**src/logic/pss_defs.svh**
```systemverilog
`ifndef PSS_DEFS_SVH
`define PSS_DEFS_SVH

// --------------------------------------------------------------------------
// widths and timing
// --------------------------------------------------------------------------
`define PSS_NUM_BLOCKS 8
`define PSS_CLK_PERIOD_NS 10
// oscillator and pll settle time in ns, checked after both report ready
`define PSS_SETTLE_NS 200
`define PSS_SETTLE_CYCLES ((`PSS_SETTLE_NS + `PSS_CLK_PERIOD_NS - 1) / `PSS_CLK_PERIOD_NS)
`define PSS_CNT_W 8
// reset value of the clock control enables
`define PSS_CLK_CTRL_RST 8'h00

`endif

```
**src/logic/pss_pkg.sv**
```systemverilog
package pss_pkg;
  // --------------------------------------------------------------------------
  // power states
  // --------------------------------------------------------------------------
  typedef enum logic [2:0] {
    PSS_OFF = 3'b000,
    PSS_RETENTION_ONLY_STATE = 3'b001,
    PSS_SLEEP = 3'b010,
    PSS_WAKEUP = 3'b011,
    PSS_POWERED_ON_STATE = 3'b100
  } pss_state_t;
endpackage

```
**src/logic/pss_sync.sv**
```systemverilog
`timescale 1ns/1ps
// two-flop synchroniser for one asynchronous level
module pss_sync
(
  input wire logic core_clk_in,
  input wire logic rstn_in,
  input wire logic ce_in,
  input wire logic d_in,
  output logic q_out
);
  typedef struct packed {
    logic s1;
    logic s2;
  } pss_sync_st_t;

  pss_sync_st_t st;
  pss_sync_st_t next_st;

  // --------------------------------------------------------------------------
  // next state
  // --------------------------------------------------------------------------
  always_comb
  begin
    next_st = st;
    next_st.s1 = d_in;
    next_st.s2 = st.s1;
  end

  always_ff @(posedge core_clk_in or negedge rstn_in)
  begin
    if (!rstn_in)
      st <= '0;
    else if (ce_in)
      st <= next_st;
  end

  assign q_out = st.s2;
endmodule // pss_sync

```
**src/logic/pss_clk_gate.sv**
```systemverilog
`timescale 1ns/1ps
// latch-free enable gate: a registered enable per block, block may add its own
module pss_clk_gate
(
  input wire logic core_clk_in,
  input wire logic rstn_in,
  input wire logic ce_in,
  input wire logic top_en_in,
  input wire logic local_en_in,
  output logic gate_out
);
  typedef struct packed {
    logic en;
  } pss_gate_st_t;

  pss_gate_st_t st;
  pss_gate_st_t next_st;

  // --------------------------------------------------------------------------
  // combined enable
  // --------------------------------------------------------------------------
  always_comb
  begin
    next_st = st;
    next_st.en = top_en_in & local_en_in;
  end

  always_ff @(posedge core_clk_in or negedge rstn_in)
  begin
    if (!rstn_in)
      st <= '0;
    else if (ce_in)
      st <= next_st;
  end

  assign gate_out = st.en;
endmodule // pss_clk_gate

```
**src/logic/pss_sequencer.sv**
```systemverilog
`timescale 1ns/1ps
`include "pss_defs.svh"
// Summary of operation
// power-down pin low: rtc off, every register cleared
// retention-only state powers only the rtc domain
// retention memory stays powered through the retention-only state
// sleep runs only rtc logic, oscillator off
// any mac, host, rtc timer or external event wakes from sleep
// entering wakeup enables oscillator and plls
// wakeup is the only path from sleep states to on
// in on, clock goes only to blocks enabled in clock control
// each block may gate its clock locally as well
// in on, cpu clock stops while wait instruction is executing
// leave wakeup only after oscillator stable and plls locked
// power-down pin low forces off from any state
module pss_sequencer
  import pss_pkg::*;
(
  input wire logic core_clk_in,
  input wire logic rstn_in,
  input wire logic ce_in,
  input wire logic power_down_pin_n_in,
  input wire logic mac_wake_in,
  input wire logic host_wake_in,
  input wire logic rtc_timer_wake_in,
  input wire logic ext_irq_wake_in,
  input wire logic sleep_req_in,
  input wire logic retention_req_in,
  input wire logic xtal_stable_in,
  input wire logic pll_locked_in,
  input wire logic wait_for_interrupt_instruction_in,
  input wire logic cpu_irq_in,
  input wire logic clk_ctrl_we_in,
  input wire logic [`PSS_NUM_BLOCKS-1:0] clk_ctrl_in,
  input wire logic [`PSS_NUM_BLOCKS-1:0] block_local_en_in,
  output logic [2:0] state_out,
  output logic rtc_enable_out,
  output logic rtc_power_out,
  output logic retention_mem_power_out,
  output logic main_power_out,
  output logic xtal_enable_out,
  output logic pll_enable_out,
  output logic regs_clear_out,
  output logic hs_clk_run_out,
  output logic cpu_clk_en_out,
  output logic [`PSS_NUM_BLOCKS-1:0] block_clk_en_out,
  output logic [`PSS_NUM_BLOCKS-1:0] clk_ctrl_out
);

  // --------------------------------------------------------------------------
  // state record
  // --------------------------------------------------------------------------
  typedef struct packed {
    pss_state_t state;
    logic rtc_enable;
    logic rtc_power;
    logic ret_power;
    logic main_power;
    logic xtal_en;
    logic pll_en;
    logic regs_clear;
    logic hs_run;
    logic cpu_en;
    logic cpu_waiting;
    logic [`PSS_CNT_W-1:0] settle_cnt;
    logic [`PSS_NUM_BLOCKS-1:0] clk_ctrl;
  } pss_seq_st_t;

  pss_seq_st_t st;
  pss_seq_st_t next_st;

  logic pd_n_s;
  logic mac_s;
  logic host_s;
  logic rtc_s;
  logic ext_s;
  logic xtal_s;
  logic pll_s;
  logic any_wake;
  logic clocks_ready;
  logic [`PSS_NUM_BLOCKS-1:0] gated_en;

  // --------------------------------------------------------------------------
  // pin synchronisers
  // --------------------------------------------------------------------------
  // all pin inputs cross two flops; power-down is a pin, so it is no exception
  // power-down pin; the synchroniser resets low, so reset release starts in off
  pss_sync u_sync_pd
  (
    .core_clk_in(core_clk_in),
    .rstn_in(rstn_in),
    .ce_in(ce_in),
    .d_in(power_down_pin_n_in),
    .q_out(pd_n_s)
  );

  // mac wake event
  pss_sync u_sync_mac
  (
    .core_clk_in(core_clk_in),
    .rstn_in(rstn_in),
    .ce_in(ce_in),
    .d_in(mac_wake_in),
    .q_out(mac_s)
  );

  // host wake request
  pss_sync u_sync_host
  (
    .core_clk_in(core_clk_in),
    .rstn_in(rstn_in),
    .ce_in(ce_in),
    .d_in(host_wake_in),
    .q_out(host_s)
  );

  // rtc timer expiry
  pss_sync u_sync_rtc
  (
    .core_clk_in(core_clk_in),
    .rstn_in(rstn_in),
    .ce_in(ce_in),
    .d_in(rtc_timer_wake_in),
    .q_out(rtc_s)
  );

  // external interrupt wake
  pss_sync u_sync_ext
  (
    .core_clk_in(core_clk_in),
    .rstn_in(rstn_in),
    .ce_in(ce_in),
    .d_in(ext_irq_wake_in),
    .q_out(ext_s)
  );

  // oscillator stable status, comes from the analog side
  pss_sync u_sync_xtal
  (
    .core_clk_in(core_clk_in),
    .rstn_in(rstn_in),
    .ce_in(ce_in),
    .d_in(xtal_stable_in),
    .q_out(xtal_s)
  );

  // pll lock status, comes from the analog side
  pss_sync u_sync_pll
  (
    .core_clk_in(core_clk_in),
    .rstn_in(rstn_in),
    .ce_in(ce_in),
    .d_in(pll_locked_in),
    .q_out(pll_s)
  );

  // wake and ready terms read only the second flop of each synchroniser
  assign any_wake = mac_s | host_s | rtc_s | ext_s;
  assign clocks_ready = xtal_s & pll_s;

  // --------------------------------------------------------------------------
  // per-block clock gates
  // --------------------------------------------------------------------------
  // top enable only while on and running; local enable lets a block cut itself
  genvar gi;
  generate
    for (gi = 0; gi < `PSS_NUM_BLOCKS; gi++)
    begin : g_gate
      pss_clk_gate u_gate (
        .core_clk_in(core_clk_in),
        .rstn_in(rstn_in),
        .ce_in(ce_in),
        .top_en_in(st.hs_run & st.clk_ctrl[gi]),
        .local_en_in(block_local_en_in[gi]),
        .gate_out(gated_en[gi])
      );
    end
  endgenerate

  // --------------------------------------------------------------------------
  // state machine and power outputs
  // --------------------------------------------------------------------------
  // next state; the pin override comes last so that nothing can outvote it
  always_comb
  begin
    next_st = st;
    // clock control is ordinary state, written from the same-clock side
    if (clk_ctrl_we_in)
      next_st.clk_ctrl = clk_ctrl_in;
    case (st.state)
      PSS_OFF:
      begin
        // leave off once the pin has been released
        if (pd_n_s)
          next_st.state = PSS_WAKEUP;
      end

      PSS_RETENTION_ONLY_STATE:
      begin
        // a wake event leaves, always through wakeup; only the pin override leaves to off instead
        if (any_wake)
          next_st.state = PSS_WAKEUP;
      end

      PSS_SLEEP:
      begin
        // same wake sources as retention; the oscillator is still off here
        if (any_wake)
          next_st.state = PSS_WAKEUP;
      end

      PSS_WAKEUP:
      begin
        // counter starts only once both report ready, to ride over glitches
        if (!clocks_ready)
          next_st.settle_cnt = '0;
        else if (st.settle_cnt != `PSS_CNT_W'(`PSS_SETTLE_CYCLES))
          next_st.settle_cnt = st.settle_cnt + `PSS_CNT_W'(1);
        else
          next_st.state = PSS_POWERED_ON_STATE;
      end

      PSS_POWERED_ON_STATE:
      begin
        // retention wins when both requests arrive in one cycle
        if (retention_req_in)
          next_st.state = PSS_RETENTION_ONLY_STATE;
        else if (sleep_req_in)
          next_st.state = PSS_SLEEP;
      end

      default:
      begin
        // unused codes fall back to off rather than hang
        next_st.state = PSS_OFF;
      end
    endcase

    // the settle count only means something inside wakeup
    if (next_st.state != PSS_WAKEUP)
      next_st.settle_cnt = '0;

    // cpu waits from the instruction until an interrupt arrives
    // an interrupt in the same cycle wins, so a wait cannot swallow it
    if (next_st.state != PSS_POWERED_ON_STATE)
      next_st.cpu_waiting = 1'h0;
    else if (cpu_irq_in)
      next_st.cpu_waiting = 1'h0;
    else if (wait_for_interrupt_instruction_in)
      next_st.cpu_waiting = 1'h1;

    // power-down overrides everything, wake events included
    if (!pd_n_s)
    begin
      next_st = '0;
      next_st.state = PSS_OFF;
    end

    // derive supply controls from the coming state, so they move with it
    next_st.rtc_enable = (next_st.state != PSS_OFF);
    next_st.rtc_power = (next_st.state != PSS_OFF);
    next_st.ret_power = (next_st.state != PSS_OFF);
    next_st.regs_clear = (next_st.state == PSS_OFF);
    // main supply, oscillator and plls only in wakeup and on
    next_st.main_power = (next_st.state == PSS_WAKEUP) ||
      (next_st.state == PSS_POWERED_ON_STATE);
    next_st.xtal_en = next_st.main_power;
    next_st.pll_en = next_st.main_power;
    // clock distribution and the cpu clock only in on
    next_st.hs_run = (next_st.state == PSS_POWERED_ON_STATE);
    next_st.cpu_en = next_st.hs_run & ~next_st.cpu_waiting;
  end

  // --------------------------------------------------------------------------
  // state register
  // --------------------------------------------------------------------------
  // ce low freezes the whole record; reset lands in off with the clear raised
  always_ff @(posedge core_clk_in or negedge rstn_in)
  begin
    if (!rstn_in)
    begin
      st <= '0;
      st.regs_clear <= 1'h1;
      st.clk_ctrl <= `PSS_CLK_CTRL_RST;
    end
    else if (ce_in)
      st <= next_st;
  end

  // --------------------------------------------------------------------------
  // outputs, all straight from flops
  // --------------------------------------------------------------------------
  // power state and supplies
  assign state_out = st.state;
  assign rtc_enable_out = st.rtc_enable;
  assign rtc_power_out = st.rtc_power;
  assign retention_mem_power_out = st.ret_power;
  assign main_power_out = st.main_power;
  assign xtal_enable_out = st.xtal_en;
  assign pll_enable_out = st.pll_en;
  assign regs_clear_out = st.regs_clear;
  // clock controls; block enables come from the per-block gate flops
  assign hs_clk_run_out = st.hs_run;
  assign cpu_clk_en_out = st.cpu_en;
  assign block_clk_en_out = gated_en;
  assign clk_ctrl_out = st.clk_ctrl;

endmodule // pss_sequencer

```
**config.mk**
```make
export PLATFORM = sky130hd
export DESIGN_NAME = pss_sequencer
export DESIGN_NICKNAME = d
export VERILOG_FILES = /design/src/logic/pss_pkg.sv /design/src/logic/pss_sync.sv /design/src/logic/pss_clk_gate.sv /design/src/logic/pss_sequencer.sv
export VERILOG_INCLUDE_DIRS = /design/src /design/src/logic
export SDC_FILE = /design/constraint.sdc
export NUM_CORES = 1
export LEC_CHECK = 0
export BUFFER_PORTS_ARGS = -buffer_cell sky130_fd_sc_hd__buf_4
export CAP_MARGIN = 20
export CORE_AREA = 2 2 76 78
export CTS_CLUSTER_DIAMETER = 80
export DETAILED_ROUTE_END_ITERATION = 10
export DIE_AREA = 0 0 78 80
export HOLD_SLACK_MARGIN = 0.15
export PLACE_DENSITY_LB_ADDON = 0.3
export SLEW_MARGIN = 20
export SYNTH_ARGS = -nofsm -noshare
export SYNTH_HDL_FRONTEND = slang
export SYNTH_SLANG_ARGS = --single-unit
export TNS_END_PERCENT = 100
```
**constraint.sdc**
```tcl
create_clock -name core_clk_in -period 1.8 [get_ports core_clk_in]
set_input_delay 0.09 -clock core_clk_in [delete_from_list [all_inputs] [get_ports core_clk_in]]
set_output_delay 0.09 -clock core_clk_in [all_outputs]
set_load 0.05 [all_outputs]
```
==> results.cfg, run 1 <==
[status]
status = complete, but fails checks
violations = setup timing

[synth]
syn_inst = 250
synthAdderAreaFrac_pct = 1.385
synth_cell_type_count = 53
synth_xor_area_share_pct = 0
ys_seq_area_share_pct = 46.56
syn_avg_cell_area_um2 = 10.11
netlist_area_mm2 = 0.002529
synth_ff_type = dfrtp_1
synth_top_family_by_area = compound AO/OA/AOI/OAI gates
async_reset_ff_share_pct = 100.0
synth-compound-area-share_pct = 19.05
synth_mux_area_share_pct = 6.185
synth_simple_gate_area_share_pct = 16.58
ys.warnings.count = 0
syn_nets = 283
synth_seq_cells = 47
synth_edf_count = 0

[routing]
drc_errors = 0
routedWlPerCell_um = 15.33
vias_per_cell = 5.562
dr.pass1.iters = 4
vias = 2286
totalWireLength_mm = 6.302
ant_nets = 0
drt_iter0_markers = 157

[worst_setup_path]
worstReg2RegStart = st[8]
r2r_end = regs_clear_out
ff2ff_path_depth = 6
end_kind = flop
worst-setup-path-type = flop to flop
path_max_fanout = 4
reg2reg_slack_ns = -0.02
path_cells = inv_2, ha_4, nand4b_1, or4_4, o311a_4, a221o_1
critPathArrivalTime_ns = 2.06
cp.required_ns = 2.04
crit_family = simple AND/OR/NAND/NOR gates
slowest_stage = or4_4
max_stage_delay_ns = 0.57
path_buf_inv = 1
worstSetupStartpointType = flop

[power]
p_int_mw = 1.959
peakVddDrop_v = 0.0005993
power_mw = 2.903
clockPowerShare_pct = 28.7
switchingPower_mw = 0.9434
p_comb_share_pct = 29.5
power.density_mw_per_mm2 = 820.9
sw_frac_of_total_pct = 32.50
p_seq_share_pct = 41.9
p_leak_nw = 1.567

[sta]
rsz0062_at_grt = true
hold_violations = 0
slew_violations = 0
post-route-period-util_pct = 101.0
max-slew-margin-rel_pct = 59.81
holdWs_ns = 0.1580
setup_viol = 1
timing.fmax_mhz = 550.2
fin_ws_ns = -0.01758
period_needed_ns = 1.818
finClkSkew_ns = 0.007054
worst_pin_slew_ns = 0.6029

[min_path]
holdPathEnd = st[16]
hold_path.class = input port to flop
worstHoldStart = sleep_req_in
whs_path_depth = 3

[placement]
placed_cells = 377
hpwl_mm = 4.092
gp_congestion = 0.8597
io_buffers = 58

[die]
fp.dieW_um = 78
io_pins = 59
start_util_pct = 46.78
die_h_um = 80
core.rowCount = 27
dieArea_mm2 = 0.006240
core_area_mm2 = 0.005405

[clocking]
clockRootBuffer = clkbuf_8
worstSkewPairLatency_ns = 0.31
htree_levels = 2
cts_buffer_depth = 2
cts.sinks = 47
cts_buffers = 5
cts.clk_slew.worst_paths_ns = 0.09
cts_tree = built

[finish]
finalNonFillerCells = 411
layout-drive-gt1-share_pct = 40.12
areaGrowthSynthToFinish_pct = 39.83
antenna_cells = 0
nets = 371

[global_route]
grt_util_all_layers_pct = 20.70
grt_first_pass_wirelength_mm = 10.20
grt_pass1_vias = 2073
grt_max_degree = 48
overflow = 0
antenna_found_initial = 0

[flow_run]
maxCapViolations = 0
-- layer usage --
layer	up-vias	global-route usage [%]	wire length, um	part of all wire, %
met4	0	7.719	113	1.8
met1	1137	28.44	2820	45
met5	-	0	0	0
li1	1083	-	-	-
met3	9	3.281	237	3.8
met2	57	33.19	3131	50
-- through the flow --
step / setup WS (ns) / util (%) / instance area [um^2] / setup TNS (ns)
2_1_floorplan: 0.01432 / - / 2549 / 0
6_report: -0.01758 / 65.42 / 3536 / -0.01758
3_5_place_dp: -0.1124 / 57.52 / 3109 / -0.3791
5_1_grt: -0.07809 / 65.42 / 3536 / -0.2111
4_1_cts: -0.02144 / 64.93 / 3510 / -0.02724
3_3_place_gp: -0.08600 / 57.52 / 3109 / -0.2053
-- worst max-delay path by stage --
stage / startpoint / depth (start not counted) / slack, ns / to
3_3_place_gp: u_sync_host.q_out / 4 / -0.09 / st[15]
2_1_floorplan: u_sync_host.q_out / 4 / 0.01 / st[15]
4_1_cts: st[9] / 6 / -0.02 / regs_clear_out
6_report: st[8] / 6 / -0.02 / regs_clear_out
3_5_place_dp: u_sync_host.q_out / 4 / -0.11 / st[15]
5_1_grt: st[8] / 6 / -0.08 / regs_clear_out
-- registers in the layout, indices dropped and copies added (netlist names), 3 cells and up --
register	count
clk_ctrl_out	8
g_gate.u_gate.gate_out	8
st	9
state_out	3
-- cells in the final DEF, fill, tap and decap left out, types with 8 or more instances in the layout --
master	count
a31oi_1	9
dlygate4sd3_1	25
nor2_1	9
buf_4	91
mux2_2	13
nand2_1	18
a21oi_1	9
o21ai_0	13
dfrtp_1	46
o2bb2ai_1	14
nand3_1	8
-- power by group through the flow --
stage / Sequential, mW / Combinational (mW) / Clock (mW)
after floorplan: 1.27 / 0.503 / 0
after global placement: 1.23 / 0.780 / 0
after detailed placement: 1.23 / 0.791 / 0
after CTS: 1.22 / 0.839 / 0.842
after global routing: 1.23 / 0.914 / 0.882
final: 1.22 / 0.855 / 0.832
-- what timing repair did --
| action | CTS | global route |
|---|---|---|
| setup endpoints to repair | 8 | 11 |
| pin swaps | 1 | 2 |
| endpoints found under the hold margin | 70 | 0 |
| resized for setup | 7 | 6 |
| hold buffers | 25 | 0 |
| buffers inserted | 1 | 0 |
-- synth_stat cells, types with 2 or more instances --
cell type	n	area, um^2
a31oi_1	9	56.30
dfrtp_1	46	1151
o22ai_1	3	18.77
nor3b_1	2	15.01
mux2_2	13	146.4
o21ai_0	13	65.06
and3_1	2	12.51
o2111ai_1	2	17.52
o2bb2ai_1	14	122.6
or3b_2	3	26.28
nor2b_1	7	43.79
nand2_1	18	67.56
nand3_1	8	40.04
a211oi_1	4	30.03
nand4_1	3	18.77
ha_1	2	25.02
nand4b_1	4	35.03
a221o_1	2	20.02
clkbuf_1	11	41.29
inv_1	8	30.03
nor2_1	10	37.54
and2_1	2	12.51
a21oi_1	9	45.04
nand2b_1	3	18.77
buf_4	24	180.2
-- kinds of logic after synthesis --
family                     Yosys count
buffers and inverters               45
and+or+nand+nor                     73
muxes                               14
adders and majority gates            3
DFF                                 47
AOI/OAI and AO/OA                   68
-- cell type report --
class / count / area, um^2
repair buffers: 117 / 953.4
fillers: 425 / 1869
clock inverters: 2 / 38.79
clock buffers: 6 / 82.58
inverters: 9 / 33.78
multi-input cells: 158 / 1160
well taps: 72 / 90.09
flip-flops and latches: 47 / 1177
-- worst reg2reg max path, delay by kind of cell (launching register included) --
kind,cells,cell delay (ns)
adder cells (fa/ha/maj),1,0.12
AO/OA/AOI/OAI,2,0.46
flip-flops,1,0.40
buffers and inverters,1,0.07
AND/OR/NAND/NOR,2,0.69
Note: power is estimated with default switching activity, not from simulation.
==> run 2, diff against run 1 <==
Settings changed: CTS_CLUSTER_SIZE set to 24, RECOVER_POWER set to 50.
==> results.cfg, run 2 (synthesis gave the netlist of run 1 again) <==
[finish]
fillers = 425
stdcell_area_mm2 = 0.003533
final_common_cell = buf_4
antenna_cells = 0
largest_reg_flops = 9
layout-drive-gt1-share_pct = 40.12
nets = 371
largest_register = st
final_cell_mix = 83 x buf_4, 46 x dfrtp_1, 25 x dlygate4sd3_1
areaGrowthSynthToFinish_pct = 39.73
finalNonFillerCells = 411

[sta]
slew_violations = 0
fin_ws_ns = -0.01374
period_needed_ns = 1.814
timing.fmax_mhz = 551.3
holdWs_ns = 0.1588
worst_pin_slew_ns = 1.148
rsz0062_at_grt = true
setup_viol = 1
finClkSkew_ns = 0.006499
max-slew-margin-rel_pct = 23.46
post-route-period-util_pct = 100.8
hold_violations = 0

[routing]
vias_per_cell = 5.538
drt_iter0_markers = 167
vias = 2276
drc_errors = 0
routedWlPerCell_um = 15.20
totalWireLength_mm = 6.246
ant_nets = 0
dr.pass1.iters = 4

[clocking]
clockRootBuffer = clkbuf_8
cts.sinks = 47
cts.clk_slew.worst_paths_ns = 0.09
htree_levels = 2
cts_tree = built
worstSkewPairLatency_ns = 0.31
cts_buffers = 5
cts_buffer_depth = 2

[die]
start_util_pct = 46.78
core_area_mm2 = 0.005405
core.rowCount = 27
die_h_um = 80
dieArea_mm2 = 0.006240
io_pins = 59
fp.dieW_um = 78

[global_route]
antenna_found_initial = 0
grt_max_degree = 48
grt_first_pass_wirelength_mm = 10.20
overflow = 0
grt_util_all_layers_pct = 20.70
grt_pass1_vias = 2073

[placement]
io_buffers = 58
post_dp_cell_area_mm2 = 0.003109
gp_congestion = 0.8597
hpwl_mm = 4.092
placed_cells = 377

[worst_setup_path]
reg2reg_slack_ns = -0.01
worst-setup-path-type = flop to flop
crit_end = regs_clear_out
critPathArrivalTime_ns = 2.05
ff2ff_path_depth = 6
cp.required_ns = 2.04
end_kind = flop
r2r_end = regs_clear_out
worstSetupStartpointType = flop
crit_start = st[8]
worstReg2RegStart = st[8]
path_max_fanout = 4

[flow_run]
maxCapViolations = 0

[power]
peakVddDrop_v = 0.0005975
p_leak_nw = 1.565
power.density_mw_per_mm2 = 818.8
power_mw = 2.893

[min_path]
hold_path.class = input port to flop

[status]
violations = setup timing
status = complete, but fails checks
## run 2: cell count changes in the layout (fill, tap and decap cells not counted), sizes merged
cell	change
buf	-8
clkbuf	+8
## run 2: report_power, final
| part | internal (mW) | switching [mW] | leakage (nW) |
|---|---|---|---|
| sequential | 1.15 | 0.0706 | 0.606 |
| combinational | 0.356 | 0.497 | 0.897 |
| clock | 0.457 | 0.368 | 0.0618 |
## run 2: metal layers
metal	GRT usage (%)	vias up	share of wire (%)
met5	0	-	0
met4	7.719	0	2.5
met3	3.281	16	4.9
met2	33.19	74	50
met1	28.44	1108	43
li1	-	1078	-
## run 2: cell type report
cell class	instances	area, um^2	area share, %
clock inverters	2	38.79	1.098
clock buffers	6	82.58	2.337
repair buffers	117	950.9	26.91
well taps	72	90.09	2.550
inverters	9	33.78	0.9561
multi-input cells	158	1160	32.83
flip-flops and latches	47	1177	33.32
## run 2: critical path, stage by stage, from the launching register on
cell and delay, ns:
dfrtp_1 0.40, inv_2 0.07, ha_4 0.12, nand4b_1 0.12, or4_4 0.57, o311a_4 0.17, a221o_1 0.29
## run 2: per-stage QoR
| step | setup TNS [ns] | worst slack (ns) | utilization [%] |
|---|---|---|---|
| global placement | -0.2053 | -0.08600 | 57.52 |
| CTS | -0.02724 | -0.02144 | 64.93 |
| finish | -0.01374 | -0.01374 | 65.37 |
| floorplan | 0 | 0.01432 | - |
| global route | -0.2111 | -0.07809 | 65.37 |
| detailed placement | -0.3791 | -0.1124 | 57.52 |
## run 2: worst min path at each step
| stage | startpoint | end | cells past startpoint |
|---|---|---|---|
| 2_1_floorplan | rstn_in | clk_ctrl_out[0] | 0 |
| 3_3_place_gp | rstn_in | u_sync_host.next_st[0] | 1 |
| 3_5_place_dp | rstn_in | u_sync_host.next_st[0] | 1 |
| 4_1_cts | sleep_req_in | st[16] | 3 |
| 5_1_grt | sleep_req_in | st[16] | 3 |
| 6_report | sleep_req_in | st[16] | 3 |
## run 2: repair_timing
action                                  CTS  global route
pin swaps                                 1             2
endpoints found under the setup margin    8            11
hold buffers                             25             0
buffers inserted                          1             0
resized for setup                         7             6
endpoints found under the hold margin    70             0
==> run 3, diff against run 2 <==
Settings changed: SETUP_SLACK_MARGIN set to 0.2.
==> results.cfg, run 3 (synthesis gave the netlist of run 1 again) <==
[min_path]
holdPathEnd = st[16]
hold_path.class = input port to flop
worstHoldStart = cpu_irq_in
whs_path_depth = 4

[placement]
gp_congestion = 0.9619
io_buffers = 58
post_dp_cell_area_mm2 = 0.003074
hpwl_mm = 4.248

[clocking]
cts.sinks = 47
worstSkewPairLatency_ns = 0.30
cts_buffer_depth = 2
htree_levels = 2
cts.clk_slew.worst_paths_ns = 0.09
cts_tree = built
cts_buffers = 5
clockRootBuffer = clkbuf_8

[worst_setup_path]
critPathArrivalTime_ns = 2.11
reg2reg_slack_ns = -0.08
slowest_stage = or4_4
path_buf_inv = 0
cp.required_ns = 2.03
end_kind = flop
crit_family = simple AND/OR/NAND/NOR gates
max_stage_delay_ns = 0.56
worstReg2RegStart = st[11]
path_cells = or3_4, or4_4, o311a_4, a221o_1
path_max_fanout = 4
worst-setup-path-type = flop to flop
ff2ff_path_depth = 4
r2r_end = regs_clear_out
worstSetupStartpointType = flop

[finish]
antenna_cells = 0
final_cell_mix = 86 x buf_4, 46 x dfrtp_1, 25 x dlygate4sd3_1
areaGrowthSynthToFinish_pct = 42.11
final_common_cell = buf_4
multi_input_area_mm2 = 0.001229
largest_register = st
fillers = 423
layout-drive-gt1-share_pct = 44.02
seq_area_mm2 = 0.001177
largest_reg_flops = 9
stdcell_area_mm2 = 0.003593
nets = 375

[sta]
worst_pin_slew_ns = 1.125
rsz0062_at_grt = true
slew_violations = 0
period_needed_ns = 1.877
setup_tns_ns = -0.1439
max-slew-margin-rel_pct = 25.03
timing.fmax_mhz = 532.6
post-route-period-util_pct = 104.3
setup_viol = 4
hold_violations = 0
finClkSkew_ns = 0.008852
fin_ws_ns = -0.07743

[die]
dieArea_mm2 = 0.006240
die_h_um = 80
io_pins = 59
start_util_pct = 46.78
core_area_mm2 = 0.005405
core.rowCount = 27
fp.dieW_um = 78

[routing]
ant_nets = 0
met2_length_mm = 3.183
vias_per_cell = 5.455
dr.max_layer_used = met4
totalWireLength_mm = 6.432
vias = 2264
drt_iter0_markers = 134
wl_met3_um = 272
routedWlPerCell_um = 15.50
m1WireLength_mm = 2.867
drc_errors = 0
dr.pass1.iters = 4

[global_route]
grt_max_degree = 48
grt_pass1_vias = 2188
antenna_found_initial = 0
grt_first_pass_wirelength_mm = 10.36
grt_util_all_layers_pct = 21.31
overflow = 0

[power]
p_leak_nw = 1.583
peakVddDrop_v = 0.0004889
power.density_mw_per_mm2 = 758.5

[status]
status = complete, but fails checks
violations = setup timing

[flow_run]
maxCapViolations = 0
## run 3: cell count changes in the layout (fill, tap and decap cells not counted), moves of 2 or more
cell / delta
nor2_1: -2
clkinv_2: +2
a21oi_2: +3
or3b_4: +2
nor2_2: +2
a21oi_1: -3
buf_6: +2
buf_4: +3
or3b_2: -2
## run 3: how the worst max path moves through the flow
stage                     depth (start not counted)                      end   start  slack [ns]
after CTS                                         6           regs_clear_out   st[9]      -0.007
final                                             4           regs_clear_out  st[11]       -0.08
after global routing                              4           regs_clear_out  st[11]       -0.09
after global placement                            6           regs_clear_out   st[9]        0.01
after detailed placement                          6  retention_mem_power_out   st[9]       -0.02
after floorplan                                   6           regs_clear_out   st[8]        0.04
## run 3: layout make-up
class	instances	area share (%)
inverter	9	0.9401
sequential	47	32.76
multi-input combinational	158	34.19
timing repair buffer	121	27.16
clock buffer	5	1.915
tap	72	2.507
clock inverter	3	0.5223
## run 3: worst min-delay path: cells and delay by family
kind            cells  cell delay, ns
simple gates        1            0.04
buf+inv             1            0.08
compound gates      2            0.26
## run 3: where the power goes
group / switching [mW] / total, mW / internal, mW
Sequential: 0.0742 / 1.22 / 1.15
Clock: 0.364 / 0.637 / 0.274
Combinational: 0.505 / 0.869 / 0.364
Total: 0.943 / 2.73 / 1.78
## run 3: stage by stage
step                power (mW)  std cells  hold slack (ns)  utilization [%]  setup WS (ns)
finish                   2.725        415           0.2040            66.48       -0.07743
global route             2.852        415           0.1988            66.48       -0.08808
CTS                      2.716        409           0.1847            64.88      -0.007320
detailed placement       2.007        372           0.1310            56.88       -0.01811
global placement         1.999        372           0.1311            56.88        0.01475
floorplan                1.777        250          -0.2056                -        0.03937
## run 3: repair_timing
item / CTS / global route
resized for setup: 14 / 13
hold buffers: 25 / 0
setup buffers: 4 / 6
setup endpoints to repair: 15 / 16
pin swaps: 10 / 1
hold endpoints to repair: 70 / 0
## run 3: per-layer routing
| layer | up-vias | global-route usage (%) |
|---|---|---|
| met4 | 0 | 8.947 |
| li1 | 1079 | - |
| met2 | 63 | 34.40 |
| met3 | 10 | 3.054 |
| met1 | 1112 | 28.87 |
| met5 | - | 0 |
